==> config.mk <==
export PLATFORM = sky130hd
export DESIGN_NAME = dswc_wake_cfg
export DESIGN_NICKNAME = d
export VERILOG_FILES = /design/src/common/dswc_pkg.sv /design/src/verilog/dswc_wake_cfg.sv /design/src/verilog/dswc_usb_edge.sv
export SDC_FILE = /design/constraint.sdc
export NUM_CORES = 1
export LEC_CHECK = 0
export BUFFER_PORTS_ARGS = -buffer_cell sky130_fd_sc_hd__buf_2
export CELL_PAD_IN_SITES_DETAIL_PLACEMENT = 1
export CELL_PAD_IN_SITES_GLOBAL_PLACEMENT = 1
export CORE_MARGIN = 2
export CORE_UTILIZATION = 32
export CTS_CLUSTER_SIZE = 8
export DETAILED_ROUTE_END_ITERATION = 16
export GPL_ROUTABILITY_DRIVEN = 0
export PLACE_DENSITY_LB_ADDON = 0.1
export SLEW_MARGIN = 25
export SYNTH_ARGS = -nofsm -noshare
export SYNTH_HDL_FRONTEND = slang
export SYNTH_SLANG_ARGS = --single-unit
export TNS_END_PERCENT = 50
==> constraint.sdc <==
create_clock -name clk_i -period 2.3 [get_ports clk_i]
set_input_delay 0.345 -clock clk_i [delete_from_list [all_inputs] [get_ports clk_i]]
set_output_delay 0.345 -clock clk_i [all_outputs]
set_load 0.01 [all_outputs]
==> src/common/dswc_pkg.sv <==
// constants and carrier types for the deep-sleep wake configuration block
package dswc_pkg;

   // register byte addresses
   localparam logic [31:0] ADDR_PIN_WAKE = 32'h4004_8204;
   localparam logic [31:0] ADDR_PERIPH_WAKE = 32'h4004_8214;
   localparam logic [31:0] ADDR_SLEEP_CFG = 32'h4004_8230;
   localparam logic [31:0] ADDR_CTRL = 32'h4004_8240;
   localparam logic [31:0] ADDR_IRQ_STATUS = 32'h4004_8244;
   localparam logic [31:0] ADDR_IRQ_MASK = 32'h4004_8248;
   localparam logic [31:0] ADDR_STATE = 32'h4004_824c;

   // writable bits of each register
   localparam logic [31:0] PIN_WAKE_MASK = 32'h0000_00ff;
   localparam logic [31:0] PERIPH_WAKE_MASK = 32'h0038_3000;
   localparam logic [31:0] SLEEP_CFG_MASK = 32'h0000_007f;
   localparam logic [31:0] CTRL_MASK = 32'h0000_0001;
   localparam logic [31:0] IRQ_MASK_MASK = 32'h0000_0007;

   // reset values
   localparam logic [31:0] PIN_WAKE_RESET = 32'h0000_0000;
   localparam logic [31:0] PERIPH_WAKE_RESET = 32'h0000_0000;
   localparam logic [31:0] SLEEP_CFG_RESET = 32'h0000_007f;
   localparam logic [31:0] CTRL_RESET = 32'h0000_0000;
   localparam logic [31:0] IRQ_MASK_RESET = 32'h0000_0000;
   localparam logic RUN_BROWNOUT_PD_RESET = 1'h0;
   localparam logic RUN_WATCHDOG_OSC_PD_RESET = 1'h1;

   // peripheral wake enable fields
   localparam int WATCHDOG_BIT = 12;
   localparam int BROWNOUT_BIT = 13;
   localparam int USB_BIT = 19;
   localparam int GROUP0_BIT = 20;
   localparam int GROUP1_BIT = 21;

   // sleep power config fields
   localparam int SLEEP_BROWNOUT_BIT = 3;
   localparam int SLEEP_WDT_OSC_BIT = 6;

   // control register: usb wake polarity
   localparam int CTRL_POL_BIT = 0;

   // interrupt status fields
   localparam int EVT_WAKE_BIT = 0;
   localparam int EVT_USB_BIT = 1;
   localparam int EVT_SLEEP_BIT = 2;

   // state register fields
   localparam int ST_SLEEP_BIT = 0;
   localparam int ST_WAKE_BIT = 1;
   localparam int ST_RUN_BROWNOUT_BIT = 2;
   localparam int ST_RUN_WDT_BIT = 3;
   localparam int ST_USB_LVL_BIT = 4;

   typedef struct packed {
      logic [31:0] adr;
      logic [31:0] dat;
      logic [3:0] sel;
      logic we;
   } dswc_wb_req_type;

endpackage

==> src/verilog/dswc_wake_cfg.sv <==
// wake source enables and deep-sleep power configuration, wishbone slave
//
// Added by the designer: the Wishbone slave port.
`timescale 1ns/1ps
`default_nettype none
module dswc_wake_cfg
(
   input wire logic clk_i,
   input wire logic rst_i,
   input wire logic wb_cyc_i,
   input wire logic wb_stb_i,
   input wire logic wb_we_i,
   input wire logic [31:0] wb_adr_i,
   input wire logic [31:0] wb_dat_i,
   input wire logic [3:0] wb_sel_i,
   output logic [31:0] wb_dat_o,
   output logic wb_ack_o,
   input wire logic [7:0] pin_irq_i,
   input wire logic watchdog_irq_i,
   input wire logic brownout_irq_i,
   input wire logic usb_need_clock_i,
   input wire logic [1:0] group_irq_i,
   input wire logic deep_sleep_i,
   input wire logic wdt_lock_i,
   output logic wake_req_o,
   output logic run_cfg_load_o,
   output logic run_brownout_pd_o,
   output logic run_watchdog_osc_pd_o,
   output logic analog_force_pd_o,
   output logic irq_o
);

   dswc_pkg::dswc_wb_req_type req;
   logic [31:0] pin_wake_enable;
   logic [31:0] peripheral_wake_enable;
   logic [31:0] sleep_power_config;
   logic [31:0] ctrl;
   logic [31:0] irq_mask;
   logic [2:0] irq_status;
   logic [31:0] next_pin_wake_enable;
   logic [31:0] next_peripheral_wake_enable;
   logic [31:0] next_sleep_power_config;
   logic [31:0] next_ctrl;
   logic [31:0] next_irq_mask;
   logic [2:0] next_irq_status;
   logic next_irq;
   logic [31:0] next_dat;
   logic next_ack;
   logic access;
   logic wr;
   logic rd_status;
   logic in_sleep;
   logic next_in_sleep;
   logic next_wake_req;
   logic next_load;
   logic next_run_brownout;
   logic next_run_wdt;
   logic sleep_entry;
   logic usb_edge;
   logic usb_level;
   logic [31:0] periph_src;
   logic wake_hit;
   logic [2:0] events;

   function automatic logic [31:0] merge(input logic [31:0] old,
                                         input logic [31:0] wdat,
                                         input logic [3:0] sel,
                                         input logic [31:0] mask);
      logic [31:0] lanes;
      lanes = {{8{sel[3]}}, {8{sel[2]}}, {8{sel[1]}}, {8{sel[0]}}};
      merge = (old & ~(lanes & mask)) | (wdat & lanes & mask);
   endfunction

   assign req.adr = wb_adr_i;
   assign req.dat = wb_dat_i;
   assign req.sel = wb_sel_i;
   assign req.we = wb_we_i;

   dswc_usb_edge u_usb_edge
   (
      .clk_i(clk_i),
      .rst_i(rst_i),
      .need_clock_i(usb_need_clock_i),
      .polarity_i(ctrl[dswc_pkg::CTRL_POL_BIT]),
      .edge_o(usb_edge),
      .level_o(usb_level)
   );

   // access takes effect only on the cycle the ack is raised
   assign access = wb_cyc_i && wb_stb_i && !wb_ack_o;
   assign wr = access && req.we;
   assign rd_status = access && !req.we
                      && (req.adr == dswc_pkg::ADDR_IRQ_STATUS);

   // wake source vector laid out like the peripheral enable register
   always_comb
   begin
      periph_src = 32'h0000_0000;
      periph_src[dswc_pkg::WATCHDOG_BIT] = watchdog_irq_i;
      periph_src[dswc_pkg::BROWNOUT_BIT] = brownout_irq_i;
      periph_src[dswc_pkg::USB_BIT] = usb_edge;
      periph_src[dswc_pkg::GROUP0_BIT] = group_irq_i[0];
      periph_src[dswc_pkg::GROUP1_BIT] = group_irq_i[1];
      wake_hit = |(pin_irq_i & pin_wake_enable[7:0]);
      wake_hit = wake_hit | (|(periph_src & peripheral_wake_enable));
   end

   // register group
   always_comb
   begin
      next_pin_wake_enable = pin_wake_enable;
      next_peripheral_wake_enable = peripheral_wake_enable;
      next_sleep_power_config = sleep_power_config;
      next_ctrl = ctrl;
      next_irq_mask = irq_mask;
      if (wr)
      begin
         unique case (req.adr)
            dswc_pkg::ADDR_PIN_WAKE:
               next_pin_wake_enable = merge(pin_wake_enable, req.dat,
                  req.sel, dswc_pkg::PIN_WAKE_MASK);
            dswc_pkg::ADDR_PERIPH_WAKE:
               next_peripheral_wake_enable = merge(peripheral_wake_enable,
                  req.dat, req.sel, dswc_pkg::PERIPH_WAKE_MASK);
            dswc_pkg::ADDR_SLEEP_CFG:
               next_sleep_power_config = merge(sleep_power_config, req.dat,
                  req.sel, dswc_pkg::SLEEP_CFG_MASK);
            dswc_pkg::ADDR_CTRL:
               next_ctrl = merge(ctrl, req.dat, req.sel,
                  dswc_pkg::CTRL_MASK);
            dswc_pkg::ADDR_IRQ_MASK:
               next_irq_mask = merge(irq_mask, req.dat, req.sel,
                  dswc_pkg::IRQ_MASK_MASK);
            default:
               next_ctrl = ctrl;
         endcase
      end
   end

   always_ff @(posedge clk_i)
   begin
      if (rst_i)
      begin
         pin_wake_enable <= dswc_pkg::PIN_WAKE_RESET;
         peripheral_wake_enable <= dswc_pkg::PERIPH_WAKE_RESET;
         sleep_power_config <= dswc_pkg::SLEEP_CFG_RESET;
         ctrl <= dswc_pkg::CTRL_RESET;
         irq_mask <= dswc_pkg::IRQ_MASK_RESET;
      end
      else
      begin
         pin_wake_enable <= next_pin_wake_enable;
         peripheral_wake_enable <= next_peripheral_wake_enable;
         sleep_power_config <= next_sleep_power_config;
         ctrl <= next_ctrl;
         irq_mask <= next_irq_mask;
      end
   end

   // sleep group
   always_comb
   begin
      sleep_entry = deep_sleep_i && !in_sleep;
      next_in_sleep = deep_sleep_i;
      next_load = sleep_entry;
      next_run_brownout = run_brownout_pd_o;
      next_run_wdt = run_watchdog_osc_pd_o;
      if (sleep_entry)
      begin
         next_run_brownout = sleep_power_config[dswc_pkg::SLEEP_BROWNOUT_BIT];
         next_run_wdt = wdt_lock_i ? 1'h0
            : sleep_power_config[dswc_pkg::SLEEP_WDT_OSC_BIT];
      end
      // wake request held until sleep ends
      next_wake_req = deep_sleep_i && (wake_req_o || (in_sleep && wake_hit));
   end

   always_ff @(posedge clk_i)
   begin
      if (rst_i)
      begin
         in_sleep <= 1'h0;
         wake_req_o <= 1'h0;
         run_cfg_load_o <= 1'h0;
         run_brownout_pd_o <= dswc_pkg::RUN_BROWNOUT_PD_RESET;
         run_watchdog_osc_pd_o <= dswc_pkg::RUN_WATCHDOG_OSC_PD_RESET;
         analog_force_pd_o <= 1'h0;
      end
      else
      begin
         in_sleep <= next_in_sleep;
         wake_req_o <= next_wake_req;
         run_cfg_load_o <= next_load;
         run_brownout_pd_o <= next_run_brownout;
         run_watchdog_osc_pd_o <= next_run_wdt;
         analog_force_pd_o <= next_in_sleep;
      end
   end

   // interrupt group: set beats the clear-on-read
   always_comb
   begin
      events = 3'h0;
      events[dswc_pkg::EVT_WAKE_BIT] = next_wake_req && !wake_req_o;
      events[dswc_pkg::EVT_USB_BIT] = usb_edge;
      events[dswc_pkg::EVT_SLEEP_BIT] = sleep_entry;
      next_irq_status = (rd_status ? 3'h0 : irq_status) | events;
      next_irq = |(next_irq_status & next_irq_mask[2:0]);
   end

   always_ff @(posedge clk_i)
   begin
      if (rst_i)
      begin
         irq_status <= 3'h0;
         irq_o <= 1'h0;
      end
      else
      begin
         irq_status <= next_irq_status;
         irq_o <= next_irq;
      end
   end

   // bus group: one wait state, unmapped reads give zero
   always_comb
   begin
      next_ack = access;
      next_dat = 32'h0000_0000;
      if (access && !req.we)
      begin
         unique case (req.adr)
            dswc_pkg::ADDR_PIN_WAKE: next_dat = pin_wake_enable;
            dswc_pkg::ADDR_PERIPH_WAKE: next_dat = peripheral_wake_enable;
            dswc_pkg::ADDR_SLEEP_CFG: next_dat = sleep_power_config;
            dswc_pkg::ADDR_CTRL: next_dat = ctrl;
            dswc_pkg::ADDR_IRQ_STATUS: next_dat = {29'h0, irq_status};
            dswc_pkg::ADDR_IRQ_MASK: next_dat = irq_mask;
            dswc_pkg::ADDR_STATE:
            begin
               next_dat[dswc_pkg::ST_SLEEP_BIT] = in_sleep;
               next_dat[dswc_pkg::ST_WAKE_BIT] = wake_req_o;
               next_dat[dswc_pkg::ST_RUN_BROWNOUT_BIT] = run_brownout_pd_o;
               next_dat[dswc_pkg::ST_RUN_WDT_BIT] = run_watchdog_osc_pd_o;
               next_dat[dswc_pkg::ST_USB_LVL_BIT] = usb_level;
            end
            default: next_dat = 32'h0000_0000;
         endcase
      end
   end

   always_ff @(posedge clk_i)
   begin
      if (rst_i)
      begin
         wb_ack_o <= 1'h0;
         wb_dat_o <= 32'h0000_0000;
      end
      else
      begin
         wb_ack_o <= next_ack;
         wb_dat_o <= next_dat;
      end
   end
endmodule // dswc_wake_cfg
`default_nettype wire

==> src/verilog/dswc_usb_edge.sv <==
// usb clock-request synchroniser and polarity-selected edge detector
`timescale 1ns/1ps
`default_nettype none
module dswc_usb_edge
(
   input wire logic clk_i,
   input wire logic rst_i,
   input wire logic need_clock_i,
   input wire logic polarity_i,
   output logic edge_o,
   output logic level_o
);

   logic sync1;
   logic sync2;
   logic sync3;
   logic stable;
   logic next_stable;
   logic next_edge;

   always_comb
   begin
      next_stable = stable;
      // glitch of one sample is ignored until two stages agree
      if (sync2 == sync3)
      begin
         next_stable = sync3;
      end
      next_edge = (next_stable != stable) && (next_stable == polarity_i);
   end

   always_ff @(posedge clk_i)
   begin
      if (rst_i)
      begin
         sync1 <= 1'h0;
         sync2 <= 1'h0;
         sync3 <= 1'h0;
         stable <= 1'h0;
         edge_o <= 1'h0;
      end
      else
      begin
         sync1 <= need_clock_i;
         sync2 <= sync1;
         sync3 <= sync2;
         stable <= next_stable;
         edge_o <= next_edge;
      end
   end

   assign level_o = stable;
endmodule // dswc_usb_edge
`default_nettype wire

==> results of run 1 <==
-- power by group through the flow --
| stage | Clock [uW] | Combinational, uW | Sequential [uW] |
|---|---|---|---|
| floorplan | 0 | 81.2 | 937 |
| finish | 551 | 151 | 916 |
| detailed placement | 0 | 151 | 937 |
| global placement | 0 | 149 | 937 |
| CTS | 565 | 152 | 916 |
| global route | 609 | 169 | 918 |
-- final cells by class --
cell class	count	area (um^2)
tap	99	124
inverter	3	11.3
fill	908	4180
clock inverter	1	7.51
clock buffer	7	86.3
multi-input combinational	194	1250
sequential	52	1040
timing repair buffer	106	591
-- critical path: cells and delay by family --
kind	cells	cell delay (ns)
buffers and inverters	1	0.11
AOI/OAI and AO/OA	2	0.42
and+or+nand+nor	4	1.29
-- cells in the mapped netlist (all sizes together) --
master / n
nand4: 3
nor4: 10
mux2i: 9
and2: 7
a21boi: 1
or3: 1
a221o: 1
a22oi: 9
a21oi: 16
inv: 3
nor2b: 14
nand2: 19
mux2: 4
nand4b: 2
nor2: 19
and3: 2
nand3b: 1
a222oi: 4
or4b: 3
conb: 1
o2bb2ai: 1
nor3b: 2
clkbuf: 2
nor4b: 4
a22o: 1
and4b: 2
o21ai: 3
a211o: 8
o31ai: 1
dfxtp: 52
nand2b: 5
nand3: 18
buf: 25
nor3: 5
-- kinds of logic (layout without fill, tap and decap cells) --
logic type | Yosys count | in the layout | share of synthesized area, %
AO/OA/AOI/OAI | 45 | 45 | 13.2
flip-flops | 52 | 52 | 43.1
multiplexers | 13 | 13 | 5.60
buffers and inverters | 30 | 117 | 8.03
AND/OR/NAND/NOR | 117 | 117 | 29.9
other | 1 | 19 | 0.155
-- metal layers --
metal / part of all wire [%] / routed length [um] / track usage (%)
met5: 0 / 0 / 0
met4: 1.1 / 76 / 4.55
met3: 5.6 / 393 / 3.92
met2: 46 / 3210 / 28.1
met1: 47 / 3290 / 22.8
-- stage by stage --
| stage | util (%) | setup TNS (ns) |
|---|---|---|
| final | 42.6 | 0 |
| after global routing | 42.6 | 0 |
| after CTS | 42.6 | 0 |
| after detailed placement | 41.3 | -0.0197 |
| after global placement | 41.3 | 0 |
| after floorplan | - | 0 |
-- how the worst max path moves through the flow --
stage / slack, ns / from / cells past startpoint / end
6_report: 0.31 / wb_adr_i[11] / 7 / irq_o
5_1_grt: 0.20 / wb_adr_i[21] / 9 / register
3_3_place_gp: 0.007 / wb_adr_i[11] / 7 / irq_o
4_1_cts: 0.29 / wb_adr_i[11] / 7 / irq_o
3_5_place_dp: -0.02 / wb_adr_i[11] / 7 / irq_o
2_1_floorplan: 0.20 / wb_adr_i[28] / 4 / irq_o
==> metrics, run 1 <==
main area contributors after synthesis dfxtp_1, buf_4, mux2i_1, nand3_1, nor2b_1; max-slew headroom at the worst pin 61.9%; CP Capture Type register; Hold EP u_usb_edge.sync1; Die Wd 90.9 um; root buffer selected by CTS clkbuf_8; internal power 1220 uW; dpl cell area 3010 um^2; Flop pwr share 56.6%; CP max-delay cell or4b_4; setup bufs post-CTS 0; Lkg Pwr 0.00134 uW; share of cells above drive strength 1 35.8%; final hold vios 0; clock skew 0.0154 ns; IO Pins 127; Comb power frac 9.3%; critical path class primary input to register; Worst Hold Class primary input to register; Core Rows 31; Power, Total 1620 uW; core area 7290 um^2; Max clock buf depth 2; Max VDD drop 288 uV; initial antenna violation count 0; library cells used by synthesis 44; sequential-to-total area share from yosys stat 43.1%; Hold Buf Count CTS 0; pre-CTS WS -0.0197 ns; DRT iter0 DRCs 80; synth warn 0; status complete, no violations; worst skew pair latency 0.31 ns; Pre-Repair DR Iteration Count 4; DRT Wirelength 6970 um; TritonCTS clock tree done; dpl hpwl 5550 um; Overflow after GRT 0; Worst R2R Path Depth 6; clk sinks 52; nets@finish 450; Syn Std Cell Area 2410 um^2; Via Count 2264; die footprint 8260 um^2; most frequent cells in the layout buf_2, dfxtp_1, nor2_1, nand2_1, conb_1; clk slew on worst S/H paths 0.09 ns; Final Cycle Share 86.5%; Psw 396 uW; total CTS buffers 5; remaining routing DRC violations 0; WHS 0.244 ns; # diodes 0; Post-Syn Instances 258; f_max 0.503 GHz; Hold Crit Depth 2; Final setup viols 0; largest net degree at the start of global routing 22; flops & latches, synth 52; vias in the first global route 2230; setup ws final 0.310 ns; wire length per cell 15.1 um; hold_sp usb_need_clock_i; PortBufs 87; Max Cap Violations 0; Layout Area Growth over Synthesis 28.7%; commonest non-fill, non-tap cell in the layout buf_2; Slew Viols, Final 0; Worst R2R Start wb_ack_o; htree depth 2; Worst setup SP type primary input; RSZ-0062 raised after global routing no; design area 3110 um^2; total track usage 17.2%; WP data arrival 2.18 ns; Initial Utilization 33.1%; die height 90.9 um; Reg-to-Reg End irq_o; final non-filler cell total 462; PD cells 521 nW/um^2; Placed Cells 454; first-pass GRT wire length 11400 um; Max stage delay on crit path 0.63 ns; R2R Setup Slk 0.45 ns; worst-margin pin slew 0.566 ns; clock share of power 34.1%; post-cts sizing count 0; sw frac 24.5%; Yosys top cell area share 43.1%; ANT nets after route 0; CP cell instances buf_2 -> nor4_4 -> nand4_2 -> or4b_4 -> nand3b_1 -> o21ai_2 -> a221o_1; Worst Path Required 2.49 ns; Worst Path Max Fanout 4; biggest area consumer among synthesized cells dfxtp_1; via/cell ratio 4.90; minimum clock period 1.99 ns; Mapped Avg Cell Area 9.36 um^2
No activity file was read; power rests on OpenSTA's default activity.
==> run 2, diff against run 1 <==
--- a/config.mk
+++ b/config.mk
@@ -9,7 +9,7 @@
 export CELL_PAD_IN_SITES_DETAIL_PLACEMENT = 1
 export CELL_PAD_IN_SITES_GLOBAL_PLACEMENT = 1
 export CORE_MARGIN = 2
-export CORE_UTILIZATION = 32
+export CORE_UTILIZATION = 29
 export CTS_CLUSTER_SIZE = 8
 export DETAILED_ROUTE_END_ITERATION = 16
 export GPL_ROUTABILITY_DRIVEN = 0
==> constraint.sdc (replaced) <==
create_clock -name clk_i -period 1.8 [get_ports clk_i]
set_input_delay 0.27 -clock clk_i [delete_from_list [all_inputs] [get_ports clk_i]]
set_output_delay 0.27 -clock clk_i [all_outputs]
set_load 0.01 [all_outputs]
==> metrics, run 2 (synthesis results as in run 1) <==
status finished, violations left (was complete, no violations); failing checks negative setup slack; PortBufs 87 (unchanged); minimum clock period 1.82 ns; ANT nets after route 0 (unchanged); WP data arrival 2.03 ns (was 2.18 ns); dpl hpwl 5980 um (was 5550 um); most frequent cells in the layout buf_2, dfxtp_1, buf_4 (was buf_2, dfxtp_1, nor2_1, nand2_1, conb_1); die footprint 9070 um^2 (was 8260 um^2); Core Rows 33 (was 31); # fillers 992 (was 908); Worst path depth 5 (was 7); R2R Setup Slk 0.01 ns (was 0.45 ns); crit path capture irq_o (unchanged); Setup TNS -0.0209 ns (was 0 ns); IO Pins 127 (unchanged); largest net degree at the start of global routing 19 (was 22); Worst Path Max Fanout 3 (was 4); dpl cell area 3250 um^2 (was 3010 um^2); Crit path max-delay family simple AND/OR/NAND/NOR gates (unchanged); DRT Wirelength 7440 um (was 6970 um); worst skew pair latency 0.31 ns (about the same); Worst R2R Path Depth 6 (unchanged); Initial Utilization 29.7% (was 33.1%); CP Capture Type register (unchanged); first-pass GRT wire length 11700 um (was 11400 um); Worst R2R Start wb_ack_o (unchanged); share of cells above drive strength 1 43.1% (was 35.8%); clk sinks 52 (unchanged); commonest non-fill, non-tap cell in the layout buf_2 (unchanged); TritonCTS clock tree done (unchanged); htree depth 2 (unchanged); Die Wd 95.3 um (was 90.9 um); Max clock buf depth 2 (unchanged); WHS 0.168 ns (was 0.244 ns); Worst Path Required 2.01 ns (was 2.49 ns); design area 3460 um^2 (was 3110 um^2); Hold Buf Count CTS 0 (unchanged); critical path class primary input to register (unchanged); Lkg Pwr 0.00150 uW (was 0.00134 uW); Final Cycle Share 101%; wire length per cell 15.2 um (was 15.1 um); Reg-to-Reg End irq_o (unchanged); vias in the first global route 2374 (was 2230); final hold vios 0 (unchanged); root buffer selected by CTS clkbuf_8 (unchanged); die height 95.3 um (was 90.9 um); Max VDD drop 417 uV (was 288 uV); core area 8130 um^2 (was 7290 um^2); Via Count 2354 (was 2264); Overflow after GRT 0 (unchanged); clock skew 0.00778 ns (was 0.0154 ns); setup ws final -0.0209 ns (was 0.310 ns); f_max 0.549 GHz; Worst Hold Class primary input to register (unchanged); worst-margin pin slew 0.518 ns (was 0.566 ns); total track usage 16.7% (was 17.2%); Final setup viols 1 (was 0); Worst setup SP type primary input (unchanged); RSZ-0062 raised after global routing yes (was no); nets@finish 472 (was 450); DRT iter0 DRCs 103 (was 80); Pre-Repair DR Iteration Count 4 (unchanged); remaining routing DRC violations 0 (unchanged); Slew Viols, Final 0 (unchanged); CP max-delay cell or4b_4 (unchanged); Max stage delay on crit path 0.57 ns (was 0.63 ns); max-slew headroom at the worst pin 65.1% (was 61.9%); worst setup path start wb_adr_i[1] (was wb_adr_i[11]); PD cells 723 nW/um^2 (was 521 nW/um^2); total CTS buffers 5 (unchanged); CP cell instances buf_2 -> or4b_4 -> nor4_4 -> mux2_4 -> a221o_1 (was buf_2 -> nor4_4 -> nand4_2 -> or4b_4 -> nand3b_1 -> o21ai_2 -> a221o_1); Util after Layout 42.5% (was 42.6%); Buf+Inv Stages, Crit Path 1 (unchanged); initial antenna violation count 0 (unchanged); via/cell ratio 4.80 (was 4.90); # diodes 0 (unchanged); clk slew on worst S/H paths 0.09 ns (about the same); pre-CTS WS -0.398 ns (was -0.0197 ns); Max Cap Violations 0 (unchanged); Layout Area Growth over Synthesis 43.2% (was 28.7%)
-- run 2: cell count changes in the layout (fill, tap and decap cells not counted), sizes merged --
cell and delta:
buf +22, clkinvlp -1, bufinv +3, clkbuf -2
-- run 2: final cells by class --
type	count	area (um^2)	area share, %
Clock inverter	3	90.1	2.60
Timing Repair Buffer	128	774	22.4
Tap cell	105	131	3.80
Sequential cell	52	1040	30.1
Multi-Input combinational cell	194	1340	38.8
Clock buffer	5	68.8	1.99
Inverter	3	11.3	0.326
-- run 2: what timing repair did --
| action | 4_1_cts | 5_1_grt |
|---|---|---|
| resized for setup | 2 | 7 |
| buffers inserted | 1 | 0 |
| pin swaps | 6 | 3 |
| endpoints found under the setup margin | 4 | 20 |
| gates cloned | 0 | 0 |
-- run 2: how the worst min path moves through the flow --
stage	endpoint	cells after the start	slack, ns	startpoint
final	u_usb_edge.sync1	2	0.17	usb_need_clock_i
after global routing	register	2	0.17	wb_dat_i[5]
after CTS	register	2	0.17	wb_dat_i[5]
after detailed placement	u_usb_edge.sync2	1	0.43	u_usb_edge.sync1
after global placement	u_usb_edge.sync2	1	0.42	u_usb_edge.sync1
after floorplan	wb_ack_o	1	0.36	rst_i
-- run 2: through the flow --
stage | cells | power (uW)
floorplan | 276 | 1310
global route | 490 | 2610
global placement | 481 | 1430
detailed placement | 481 | 1430
CTS | 490 | 2530
finish | 490 | 2500
-- run 2: worst reg2reg max path: stages, from the launching register on --
cell and delay (ns):
dfxtp_1 0.32, buf_4 0.15, nor3_2 0.19, or4b_4 0.52, nand3b_1 0.13, o21ai_2 0.07
a221o_1 0.31
-- run 2: power by group --
group,leakage [uW],internal (uW),switching (uW)
Sequential,0.000421,1160,8.41
Clock,0.0000784,695,401
Combinational,0.00100,114,121
Total,0.00150,1970,531
-- run 2: metal layers --
layer / up-vias / global-route usage [%] / wire, um
li1: 1152 / - / -
met1: 1121 / 21.6 / 3360
met2: 75 / 28.5 / 3600
met3: 6 / 3.40 / 421
met4: 0 / 4.11 / 52
met5: - / 0 / 0
